### config.mk
export PLATFORM = sky130hd
export DESIGN_NAME = lhb_hub
export DESIGN_NICKNAME = d
export VERILOG_FILES = /design/src/inc/lhb_pkg.sv /design/src/core/lhb_hub.sv /design/src/core/lhb_stream_mon.sv /design/src/core/lhb_sync.sv
export VERILOG_INCLUDE_DIRS = /design/src /design/src/inc
export SDC_FILE = /design/constraint.sdc
export NUM_CORES = 1
export LEC_CHECK = 0
export BUFFER_PORTS_ARGS = -buffer_cell sky130_fd_sc_hd__buf_2
export CAP_MARGIN = 10
export CORE_MARGIN = 2
export CORE_UTILIZATION = 30
export CTS_CLUSTER_DIAMETER = 80
export DETAILED_ROUTE_END_ITERATION = 10
export MAX_ROUTING_LAYER = met4
export PLACE_DENSITY = 0.56
export SYNTH_ARGS = -nofsm -noshare
export SYNTH_HDL_FRONTEND = slang
export SYNTH_SLANG_ARGS = --single-unit
### constraint.sdc
create_clock -name clock -period 1.93 [get_ports clock]
set_input_delay 0.386 -clock clock [delete_from_list [all_inputs] [get_ports clock]]
set_output_delay 0.386 -clock clock [all_outputs]
set_load 0.02 [all_outputs]
### src/inc/lhb_map.svh
// constants of the loop hub port bypass block
// included by the package user files; definitions only
`ifndef LHB_MAP_SVH
`define LHB_MAP_SVH

`define LHB_NPORT        7
// register byte offsets
`define LHB_ADDR_STATUS  8'h00
`define LHB_ADDR_FORCE   8'h04
`define LHB_ADDR_ISTAT   8'h08
`define LHB_ADDR_IMASK   8'h0C
// field positions
`define LHB_ST_PRES_LSB  0
`define LHB_ST_INS_LSB   8
`define LHB_ST_VALID_LSB 16
`define LHB_ST_FAULT_LSB 24
`define LHB_EV_INS_LSB   0
`define LHB_EV_BYP_LSB   8
`define LHB_FORCE_MASK   32'h0000007F
`define LHB_EV_MASK      32'h00007F7F
// reset values and answers
`define LHB_RST_BYPASS   7'h7F
`define LHB_RST_MASK     16'h0000
`define LHB_RESP_OKAY    2'h0
`define LHB_RESP_SLVERR  2'h2
// stream monitor counts: window and run in clock cycles, edges and glitches in transitions
`define LHB_WIN_LAST     7'h3F
`define LHB_EDGE_MIN     7'h04
`define LHB_EDGE_MAX     7'h30
`define LHB_RUN_MAX      6'h20
`define LHB_GLITCH_MAX   4'h8

`endif

### src/inc/lhb_pkg.sv
// types shared by the loop hub port bypass files
// assumes lhb_map.svh for the constants
package lhb_pkg;
  typedef logic [6:0]  lhb_port_t;
  typedef logic [15:0] lhb_ev_t;

  typedef struct packed {
    logic        prev;
    logic [5:0]  run;
    logic [6:0]  win;
    logic [6:0]  edges;
    logic [3:0]  glitch;
    logic        valid;
  } lhb_mon_t;

  typedef struct packed {
    logic        aw_have;
    logic [7:0]  aw_addr;
    logic        w_have;
    logic [31:0] w_data;
    logic [3:0]  w_strb;
    logic        awready;
    logic        wready;
    logic        bvalid;
    logic [1:0]  bresp;
    logic        arready;
    logic        rvalid;
    logic [31:0] rdata;
    logic [1:0]  rresp;
    lhb_port_t   force_byp;
    lhb_ev_t     int_stat;
    lhb_ev_t     int_mask;
    lhb_port_t   bypass;
    lhb_port_t   tx;
    lhb_port_t   green;
    lhb_port_t   amber;
    logic        irq;
  } lhb_state_t;
endpackage

### src/core/lhb_hub.sv
// loop hub port bypass: seven-port ring forwarding, bypass, indicators
// assumes AXI4-Lite master on clock, transceiver pins asynchronous
`timescale 1ns/1ps
module lhb_hub
  import lhb_pkg::*;
(
  // clock and reset
  input  wire logic        clock,
  input  wire logic        nrst,
  // axi4-lite write address
  input  wire logic [7:0]  s_axi_awaddr,
  input  wire logic        s_axi_awvalid,
  output logic             s_axi_awready,
  // axi4-lite write data
  input  wire logic [31:0] s_axi_wdata,
  input  wire logic [3:0]  s_axi_wstrb,
  input  wire logic        s_axi_wvalid,
  output logic             s_axi_wready,
  // axi4-lite write response
  output logic [1:0]       s_axi_bresp,
  output logic             s_axi_bvalid,
  input  wire logic        s_axi_bready,
  // axi4-lite read
  input  wire logic [7:0]  s_axi_araddr,
  input  wire logic        s_axi_arvalid,
  output logic             s_axi_arready,
  output logic [31:0]      s_axi_rdata,
  output logic [1:0]       s_axi_rresp,
  output logic             s_axi_rvalid,
  input  wire logic        s_axi_rready,
  // transceiver module status pins
  input  wire logic [6:0]  module_presence_detect,
  input  wire logic [6:0]  tx_fault,
  input  wire logic [6:0]  rx_signal_loss,
  // serial streams
  input  wire logic [6:0]  rx_serial,
  output logic [6:0]       tx_serial,
  // indicators and interrupt
  output logic [6:0]       led_green,
  output logic [6:0]       led_amber,
  output logic             irq
);
`include "lhb_map.svh"

  lhb_state_t s_reg;
  lhb_state_t s_next;

  lhb_port_t  present;
  lhb_port_t  fault_s;
  lhb_port_t  los_s;
  lhb_port_t  rx_s;
  lhb_port_t  stream_ok;
  lhb_port_t  byp_cond;
  lhb_port_t  fwd;
  lhb_ev_t    ev;
  lhb_port_t  cause_absent;
  lhb_port_t  cause_fault;
  lhb_port_t  cause_los;
  lhb_port_t  cause_stream;
  lhb_port_t  cause_force;
  lhb_port_t  ins_ev;
  lhb_port_t  byp_ev;
  lhb_port_t  inserted;
  lhb_port_t  mod_bad;
  lhb_port_t  lamp_green;
  lhb_port_t  lamp_amber;
  logic       aw_fire;
  logic       w_fire;
  logic       b_fire;
  logic       wr_fire;
  logic       ar_fire;
  logic       r_fire;

  // status pins and streams pass two flops before use
  lhb_sync #(.W(`LHB_NPORT)) u_sync_pres (
    .clock (clock),
    .nrst  (nrst),
    .din   (module_presence_detect),
    .dout  (present)
  );

  lhb_sync #(.W(`LHB_NPORT)) u_sync_fault (
    .clock (clock),
    .nrst  (nrst),
    .din   (tx_fault),
    .dout  (fault_s)
  );

  lhb_sync #(.W(`LHB_NPORT)) u_sync_los (
    .clock (clock),
    .nrst  (nrst),
    .din   (rx_signal_loss),
    .dout  (los_s)
  );

  lhb_sync #(.W(`LHB_NPORT)) u_sync_rx (
    .clock (clock),
    .nrst  (nrst),
    .din   (rx_serial),
    .dout  (rx_s)
  );

  // one monitor per port so a bad stream only affects its own port
  for (genvar g = 0; g < `LHB_NPORT; g++) begin : g_mon
    lhb_stream_mon u_mon (
      .clock (clock),
      .nrst  (nrst),
      .rx    (rx_s[g]),
      .valid (stream_ok[g])
    );
  end

  // causes kept apart; each one alone is enough for bypass
  assign cause_absent = ~present;
  assign cause_fault  = fault_s;
  assign cause_los    = los_s;
  assign cause_stream = ~stream_ok;
  assign cause_force  = s_reg.force_byp;

  // insertion needs every cause clear at once
  assign byp_cond = cause_absent
                  | cause_fault
                  | cause_los
                  | cause_stream
                  | cause_force;

  // status word views
  assign inserted = ~s_reg.bypass;
  assign mod_bad  = cause_fault | cause_los;

  // a port only raises an event when its own decision flips
  assign ins_ev = s_reg.bypass & ~byp_cond;
  assign byp_ev = ~s_reg.bypass & byp_cond;

  assign ev[`LHB_EV_INS_LSB +: 7] = ins_ev;
  assign ev[7]                    = 1'b0;
  assign ev[`LHB_EV_BYP_LSB +: 7] = byp_ev;
  assign ev[15]                   = 1'b0;

  // green follows the module alone; a lost or bad stream leaves it lit
  assign lamp_green = present & ~fault_s;
  // absent module shows both off, so amber is gated by presence
  assign lamp_amber = byp_cond & present;

  // ring walk: each tx takes rx of the nearest inserted port behind it;
  // bypassed ports are never a source, so their data stays out of the loop
  always_comb begin
    int idx;
    logic found;
    idx   = 0;
    found = 1'b0;
    fwd   = '0;
    for (int j = 0; j < `LHB_NPORT; j++) begin
      found = 1'b0;
      for (int k = 1; k <= `LHB_NPORT; k++) begin
        idx = (j >= k) ? j - k : j + `LHB_NPORT - k;
        if (!found && !s_reg.bypass[idx]) begin
          fwd[j] = rx_s[idx];
          found  = 1'b1;
        end
      end
    end
  end

  function automatic logic [31:0] strb_mask(input logic [3:0] strb);
    logic [31:0] m;
    m = '0;
    for (int b = 0; b < 4; b++) begin
      m[b*8 +: 8] = {8{strb[b]}};
    end
    return m;
  endfunction

  function automatic logic is_mapped(input logic [7:0] a);
    return a == `LHB_ADDR_STATUS || a == `LHB_ADDR_FORCE
        || a == `LHB_ADDR_ISTAT || a == `LHB_ADDR_IMASK;
  endfunction

  function automatic logic [31:0] read_word(input logic [7:0] a,
                                            input lhb_state_t st,
                                            input lhb_port_t pres,
                                            input lhb_port_t ok,
                                            input lhb_port_t ins,
                                            input lhb_port_t bad);
    logic [31:0] d;
    d = '0;
    unique case (a)
      `LHB_ADDR_STATUS: begin
        d[`LHB_ST_PRES_LSB +: 7]  = pres;
        d[`LHB_ST_INS_LSB +: 7]   = ins;
        d[`LHB_ST_VALID_LSB +: 7] = ok;
        d[`LHB_ST_FAULT_LSB +: 7] = bad;
      end
      `LHB_ADDR_FORCE: begin
        d[6:0] = st.force_byp;
      end
      `LHB_ADDR_ISTAT: begin
        d[15:0] = st.int_stat;
      end
      `LHB_ADDR_IMASK: begin
        d[15:0] = st.int_mask;
      end
      default: begin
        d = '0;
      end
    endcase
    return d;
  endfunction

  // channel handshakes completing at the coming edge
  assign aw_fire = s_reg.awready && s_axi_awvalid;
  assign w_fire  = s_reg.wready && s_axi_wvalid;
  assign b_fire  = s_reg.bvalid && s_axi_bready;
  // the write waits until both halves are held and the last answer is gone
  assign wr_fire = s_reg.aw_have && s_reg.w_have && !s_reg.bvalid;
  assign ar_fire = s_reg.arready && s_axi_arvalid;
  assign r_fire  = s_reg.rvalid && s_axi_rready;

  always_comb begin
    logic [31:0] m;
    logic [31:0] upd;
    logic [15:0] clr;
    m      = '0;
    upd    = '0;
    clr    = '0;
    s_next = s_reg;

    // write address and data are taken independently
    if (aw_fire) begin
      s_next.aw_have = 1'b1;
      s_next.aw_addr = s_axi_awaddr;
    end
    if (w_fire) begin
      s_next.w_have = 1'b1;
      s_next.w_data = s_axi_wdata;
      s_next.w_strb = s_axi_wstrb;
    end
    if (b_fire) begin
      s_next.bvalid = 1'b0;
    end

    // both halves held: perform the write and raise the response
    if (wr_fire) begin
      m              = strb_mask(s_reg.w_strb);
      s_next.aw_have = 1'b0;
      s_next.w_have  = 1'b0;
      s_next.bvalid  = 1'b1;
      if (is_mapped(s_reg.aw_addr)) begin
        s_next.bresp = `LHB_RESP_OKAY;
      end else begin
        // unmapped: nothing written, error answer
        s_next.bresp = `LHB_RESP_SLVERR;
      end
      unique case (s_reg.aw_addr)
        `LHB_ADDR_STATUS: begin
          // read-only word: answered, nothing changes
          upd = '0;
        end
        `LHB_ADDR_FORCE: begin
          upd              = ({25'h0000000, s_reg.force_byp} & ~m) | (s_reg.w_data & m);
          upd              = upd & `LHB_FORCE_MASK;
          s_next.force_byp = upd[6:0];
        end
        `LHB_ADDR_ISTAT: begin
          upd = s_reg.w_data & m & `LHB_EV_MASK;
          clr = upd[15:0];
        end
        `LHB_ADDR_IMASK: begin
          upd             = ({16'h0000, s_reg.int_mask} & ~m) | (s_reg.w_data & m);
          upd             = upd & `LHB_EV_MASK;
          s_next.int_mask = upd[15:0];
        end
        default: begin
          upd = '0;
        end
      endcase
    end
    s_next.awready = !s_next.aw_have && !s_next.bvalid;
    s_next.wready  = !s_next.w_have && !s_next.bvalid;

    // read channel: one read outstanding at a time
    if (r_fire) begin
      s_next.rvalid = 1'b0;
    end
    if (ar_fire) begin
      s_next.rvalid = 1'b1;
      s_next.rdata  = read_word(s_axi_araddr, s_reg, present, stream_ok, inserted, mod_bad);
      if (is_mapped(s_axi_araddr)) begin
        s_next.rresp = `LHB_RESP_OKAY;
      end else begin
        // unmapped: zero data, error answer
        s_next.rresp = `LHB_RESP_SLVERR;
      end
    end
    s_next.arready = !s_next.rvalid;

    // bypass re-judged every cycle from synchronised inputs
    s_next.bypass   = byp_cond;
    // an event in the clearing cycle survives: set wins
    s_next.int_stat = (s_reg.int_stat & ~clr) | ev;
    s_next.irq      = |(s_next.int_stat & s_next.int_mask);

    s_next.tx    = fwd;
    s_next.green = lamp_green;
    s_next.amber = lamp_amber;
  end

  always_ff @(posedge clock) begin
    if (!nrst) begin
      s_reg          <= '0;
      s_reg.bypass   <= `LHB_RST_BYPASS;
      s_reg.int_mask <= `LHB_RST_MASK;
      s_reg.bresp    <= `LHB_RESP_OKAY;
      s_reg.rresp    <= `LHB_RESP_OKAY;
    end else begin
      s_reg <= s_next;
    end
  end

  assign s_axi_awready = s_reg.awready;
  assign s_axi_wready  = s_reg.wready;
  assign s_axi_bresp   = s_reg.bresp;
  assign s_axi_bvalid  = s_reg.bvalid;
  assign s_axi_arready = s_reg.arready;
  assign s_axi_rdata   = s_reg.rdata;
  assign s_axi_rresp   = s_reg.rresp;
  assign s_axi_rvalid  = s_reg.rvalid;
  assign tx_serial     = s_reg.tx;
  assign led_green     = s_reg.green;
  assign led_amber     = s_reg.amber;
  assign irq           = s_reg.irq;
endmodule

### src/core/lhb_stream_mon.sv
// per-port serial stream validity monitor
// assumes a synchronised sample of the stream each cycle
`timescale 1ns/1ps
module lhb_stream_mon
  import lhb_pkg::*;
(
  // clock and reset
  input  wire logic clock,
  input  wire logic nrst,
  // stream
  input  wire logic rx,
  output logic      valid
);
`include "lhb_map.svh"

  lhb_mon_t s_reg;
  lhb_mon_t s_next;
  logic     edge_seen;

  assign edge_seen = rx != s_reg.prev;

  always_comb begin
    s_next      = s_reg;
    s_next.prev = rx;
    if (edge_seen) begin
      s_next.run = 6'h00;
      if (s_reg.edges != 7'h7F) begin
        s_next.edges = s_reg.edges + 7'h01;
      end
      // one-cycle pulse counts as jitter
      if (s_reg.run == 6'h00 && s_reg.glitch != 4'hF) begin
        s_next.glitch = s_reg.glitch + 4'h1;
      end
    end else if (s_reg.run != `LHB_RUN_MAX) begin
      s_next.run = s_reg.run + 6'h01;
    end
    if (s_reg.win == `LHB_WIN_LAST) begin
      // off frequency or jittery over the window
      s_next.valid  = s_reg.edges >= `LHB_EDGE_MIN && s_reg.edges <= `LHB_EDGE_MAX
                      && s_reg.glitch <= `LHB_GLITCH_MAX;
      s_next.win    = 7'h00;
      s_next.edges  = 7'h00;
      s_next.glitch = 4'h0;
    end else begin
      s_next.win = s_reg.win + 7'h01;
    end
    // a run of 32 cycles with no transition drops validity at once, not at window end
    if (s_reg.run == `LHB_RUN_MAX) begin
      s_next.valid = 1'b0;
    end
  end

  always_ff @(posedge clock) begin
    if (!nrst) begin
      s_reg <= '0;
    end else begin
      s_reg <= s_next;
    end
  end

  assign valid = s_reg.valid;
endmodule

### src/core/lhb_sync.sv
// two-flop synchroniser for a group of level inputs
// assumes inputs arrive from outside the clock domain
`timescale 1ns/1ps
module lhb_sync #(
  parameter int W = 7
) (
  // clock and reset
  input  wire logic         clock,
  input  wire logic         nrst,
  // levels
  input  wire logic [W-1:0] din,
  output logic      [W-1:0] dout
);
  typedef struct packed {
    logic [W-1:0] meta;
    logic [W-1:0] stable;
  } lhb_sync_t;

  lhb_sync_t s_reg;
  lhb_sync_t s_next;

  always_comb begin
    s_next.meta   = din;
    s_next.stable = s_reg.meta;
  end

  always_ff @(posedge clock) begin
    if (!nrst) begin
      s_reg <= '0;
    end else begin
      s_reg <= s_next;
    end
  end

  assign dout = s_reg.stable;
endmodule

### Yosys cells after proc, flatten, opt, wreduce, memory -nomap -nowiden

Index checks and enable logic that the tools add are counted.

* add/sub/neg operators: 28
* order comparisons: 21
* equal/unequal tests: 48
* muxes and demuxes: 111
* bitwise logic cells: 25
* reductions and logical operators: 171

Operator list (count)
* adder 7 x 1 -> 7 bit, second input constant: 14
* 2-to-1 mux 1 bit: 95
* logical AND 1 bit: 72
* == test 7 x 6 -> 1 bit, second input constant: 7
* greater-or-equal comparator 7 x 3 -> 1 bit, second input constant: 7
* <= comparator 7 x 6 -> 1 bit, second input constant: 7
* inequality test 7 bit, second input constant: 7
* logical NOT 1 bit: 47
* adder 6 x 1 -> 6 bit, second input constant: 7
* == test 6 bit, second input constant: 7
* logical NOT 6 bit: 7
* inequality test 6 bit, second input constant: 7
* OR 7 bit: 6
* OR reduction 2 bit: 21
* 2-to-1 mux 37 bit: 1
* bitwise AND 7 bit: 5
* 2-to-1 mux 35 bit: 1
* inverter 7 bit: 5
* bitwise AND 16 bit: 2
* == test 8 x 4 -> 1 bit, second input constant: 4
* 2-to-1 mux 16 bit: 2
* bitwise AND 15 bit: 2
* 2-to-1 mux 15 bit: 2
* AND reduction 2 bit: 15
* other kinds (20): 54

* bits in registers: 391
* input port bits: 87
* output and inout port bits: 63
* word-level logic and storage cells: 475

### Depth between registers and ports, before layout

* depth in word-level cells: 18
* gate-level depth with buffers: 8
* gate-level depth less buffers: 8

### Modules after synthesis

Synthesis repeated with hierarchy kept, for this count alone.

* cell total of the unflattened synthesis: 1698
* area, all modules: 15285.9 um2

Modules (own cells, without submodules)
* lhb_stream_mon: instances 7, cells each 135, area each 1191.1 um2, sequential area each 520.5 um2
* lhb_hub: instances 1, cells each 637, area each 5381.4 um2, sequential area each 2502.4 um2
* lhb_sync: instances 4, cells each 29, area each 391.6 um2, sequential area each 280.3 um2

### Least setup slack after synthesis

OpenSTA, ideal clock, no wires.

* path kind: input to register
* start: input port s_axi_araddr[3]
* end: register s_reg (netlist bit s_axi_rdata[6])
* library setup time: 128 ps
* data arrival time: 1840 ps
* data required time: 1802 ps
* path slack: -38 ps
* cell stages on the path: 5
* buffers on the path: 2
* cells stage by stage: clkbuf_1 clkbuf_1 mux4_2 a22oi_1 nor2_1

* word-level cells in the longest chain between the ends: 2
* elaborated cells between the ends (all ways): 5
* those cells by class: 3 x eq/ne; 1 x mux; 1 x reduce/logical

RTL lines
* from (decl): line lhb_hub.sv:24 `input wire logic [7:0] s_axi_araddr,`
* == test 8 x 4 -> 1 bit (tied with other cells): line lhb_hub.sv:187 `unique case (a)`
* one-hot mux 7 bit (4 select lines) (*): line lhb_hub.sv:187
* to (signal assigned): line lhb_hub.sv:316 `s_reg <= s_next;`
* to (decl): line lhb_hub.sv:45 `lhb_state_t s_reg;`

Mark *: on every way between the ends. The rest lies on a longest branch, timed or not.
A chain may end at the register's enable or synchronous reset.

### Worst setup path in the final report

* start: register s_reg[146] in the netlist's numbering
* end: register s_reg (netlist bit irq)

* word-level cells in the longest chain between the ends: 8
* elaborated cells between the ends (all ways): 11
* those cells by class: 2 x eq/ne; 4 x mux; 4 x bitwise; 1 x reduce/logical

RTL lines
* == test 8 x 4 -> 1 bit: line lhb_hub.sv:254 `unique case (s_reg.aw_addr)`
* 2-to-1 mux 15 bit: line lhb_hub.sv:254
* 2-to-1 mux 15 bit: line lhb_hub.sv:243 `if (wr_fire) begin`
* inverter 16 bit: line lhb_hub.sv:300 `s_next.int_stat = (s_reg.int_stat & ~clr) | ev;`
* bitwise AND 16 bit: line lhb_hub.sv:300
* OR 16 x 15 -> 16 bit: line lhb_hub.sv:300
* bitwise AND 16 bit (*): line lhb_hub.sv:301 `s_next.irq = |(s_next.int_stat & s_next.int_mask);`
* OR reduction 16 bit (*): line lhb_hub.sv:301

Marks and branches as above.

==> results by group <==
Placed design
  – Post-DP HPWL: 26,200 um
  – Post-DP Area: 16,500 um^2
  – Count of input and output buffers: 123
  – Dpl ws: -0.246 ns
  – Routability Congestion: ~0.83

Run status
  – Run status: finished with violations
  – Failing checks: setup timing

Layout
  – Final Instance Area: between 15,000 and 20,000 um^2
  – Ant diodes: 0
  – Area delta synth->final: 21.6%
  – Layout cell share with drive strength beyond 1: 19.1%
  – Largest register FFs: 175
  – Final nets: between 1,500 and 2,000

Power
  – Pwr Total: between 15,000 and 20,000 uW
  – Leak: ~0.0076 uW
  – Power Dens Cells: a little under 1000 nW/um^2
  – Peak VDD IR: 0.451 mV

Floorplan
  – Std-Cell Rows: 81
  – IO Count: 150
  – Die area: 51,600 um^2
  – Core area: about 50,000 um^2
  – Die Wd: between 200 and 250 um
  – Initial Util: ~30%
  – DIE HEIGHT: 227 um

Synthesis
  – Post-synth ARST share: 0%
  – Seq cells post-synth: roughly 360
  – Post-Syn Area: 14,900 um^2
  – Most instantiated cells after synthesis: dfxtp_1, nor2_1, nand2_1
  – Count leader, synth: dfxtp_1
  – Yosys top cell by area: dfxtp_1
  – Avg Inst Size Synth: approximately 9.2 um^2
  – Top cell type's share of synthesized area: 48.6%
  – Distinct cell type count after synthesis: 64
  – Main flop type after synthesis: dfxtp_1
  – Largest cells by area after synthesis: dfxtp_1, nor2_1, ha_1, xnor2_1, xor2_1
  – Synthesized instance count: 1,628
  – Yosys warnings: 0
  – Post-synth EDFFs: 0
  – Seq/Total Area, Yosys: 48.6%

Clocking
  – Clock transition at path regs: 0.06 ns
  – Htree depth: 2
  – Post-CTS Hold Buffers: 0
  – CTS sink cnt: 363
  – CTS tree: built
  – Clk buf depth: 3
  – TritonCTS Buffers: 42
  – Clk root buf: clkbuf_16
  – Worst skew pair latency: 0.55 ns

Global route
  – Antenna violations before repair: 1
  – Overall Global Routing Usage: between 10% and 20%
  – Pin count of the biggest net entering global routing: 52
  – First-pass GRT wire length: 56,400 um
  – GRT overflow: 0
  – Vias in the first global route: about 11,000

Setup path
  – Crit-path slowest cell: a221o_1
  – CP peak stage delay: 0.35 ns
  – FF-to-FF setup slack: -0.19 ns
  – CP startpoint kind: flop
  – Critical-path cell list: nor4_4 > nand4_2 > buf_6 > a221o_1 > and2b_1 > nor4_4 > a41oi_1
  – Reg2reg path depth: 7
  – Crit Path Category: flop to flop
  – Reg-to-Reg Start: s_reg[146]$_SDFFE_PN0P_
  – WP data required: 2.34 ns
  – Arrival time at the worst endpoint: 2.54 ns
  – Worst Setup End Kind: flop
  – Worst R2R End: irq$_SDFF_PN0_
  – Crit path top cell by count: nor4_4
  – Crit-path max FO: 4

Timing
  – Min cycle time layout: approximately 2.1 ns
  – Worst Skew: slightly below 0.02 ns
  – Relative slew slack: roughly 57%
  – Slew @ Worst Pin: 0.631 ns
  – Period utilisation layout: 110%
  – Final worst slack: -0.192 ns
  – WHS: approximately 0.04 ns
  – RSZ-0062 raised after global routing: yes
  – Final Max Slew Viols: 0
  – Final setup viols: 1
  – Final Hold Fails: 0
  – Peak Freq: ~470 MHz

Route
  – WL final: 35,700 um
  – Post-route ant nets: 0
  – Post-route DRC: 0
  – Vias: 11,200
  – Via/cell ratio: 4.53
  – WL per Instance: 14.4 um
  – DRT iter0 DRCs: just under 600
  – Drt pass-1 iters: 5

Hold path
  – Hold Startpoint: rx_signal_loss[6]
  – Hold WC Path Type: input port to flop
  – Hold EP: u_sync_los.s_next[6]$_SDFF_PN0_
  – WHS Path Cells: 2

Flow run
  – Max-cap violations: 0
placed cells by master, fill, tap and decap left out, types with 39 or more instances in the layout:
cell and count:
nand3_1 45, nor2_1 258, xor2_1 63, buf_4 93, buf_2 122, a21oi_1 62
inv_1 67, clkbuf_16 43, and2_1 73, xnor2_1 63, nand2_1 143, and3_1 39
dfxtp_1 362, ha_1 49
layer usage:
layer | routed length, um | up-vias | global-route usage, %
li1 | - | 5665 | -
met5 | 0 | - | -
met1 | 16500 | 5247 | 18.0
met4 | 1070 | 0 | 5.08
met3 | 1720 | 77 | 2.80
met2 | 16400 | 214 | 22.7
how the worst max path moves through the flow:
stage,from,endpoint,slack [ns],depth (start not counted)
2_1_floorplan,s_axi_araddr[0],s_axi_rdata[27]$_SDFFE_PN0P_,0.01,6
3_3_place_gp,s_reg[146]$_SDFFE_PN0P_,irq$_SDFF_PN0_,-0.18,7
3_5_place_dp,s_reg[146]$_SDFFE_PN0P_,irq$_SDFF_PN0_,-0.25,7
4_1_cts,s_reg[151]$_SDFFE_PN0P_,irq$_SDFF_PN0_,-0.13,7
5_1_grt,s_reg[146]$_SDFFE_PN0P_,irq$_SDFF_PN0_,-0.30,7
6_report,s_reg[146]$_SDFFE_PN0P_,irq$_SDFF_PN0_,-0.19,7
per-stage QoR:
stage	utilization (%)	std cells	TNS [ns]
2_1_floorplan	-	1633	0
3_3_place_gp	33.7	2391	-2.10
3_5_place_dp	33.7	2391	-2.10
4_1_cts	37.0	2473	-0.132
5_1_grt	37.0	2474	-0.300
6_report	37.0	2474	-0.192
layout make-up:
class / count / area (um^2)
timing repair buffer: 225 / 1490
multi-input combinational: 1078 / 6780
fill: 4957 / 30900
clock buffer: 52 / 1180
sequential: 363 / 7270
clock inverter: 24 / 360
inverter: 68 / 256
tap: 664 / 831
repair_timing:
action / in CTS / in global routing
gates resized for setup: 6 / 6
setup buffers: 6 / 1
endpoints found under the hold margin: 0 / 0
pin swaps: 7 / 5
setup endpoints to repair: 3 / 3
power breakdown:
group          total, uW  switching (uW)  internal (uW)  leakage (uW)
Sequential          7880             169           7710       0.00295
Clock               8650            3210           5440      0.000750
Combinational        998             559            440       0.00394
worst max-delay path, delay by kind of cell (launching register included):
family | cells | cell delay, ns
compound gates | 2 | 0.51
flops | 1 | 0.33
buf+inv | 1 | 0.18
simple gates | 4 | 0.96
cell families after synthesis:
group | after synthesis | synth area share, %
AO/OA/AOI/OAI | 170 | 7.12
other | 1 | 0.0251
buffers and inverters | 192 | 6.45
AND/OR/NAND/NOR | 673 | 22.0
XOR/XNOR | 126 | 7.38
multiplexers | 54 | 4.26
adder cells (fa/ha/maj) | 49 | 4.10
flip-flops | 363 | 48.6
Power figures use the tool's default switching activity.
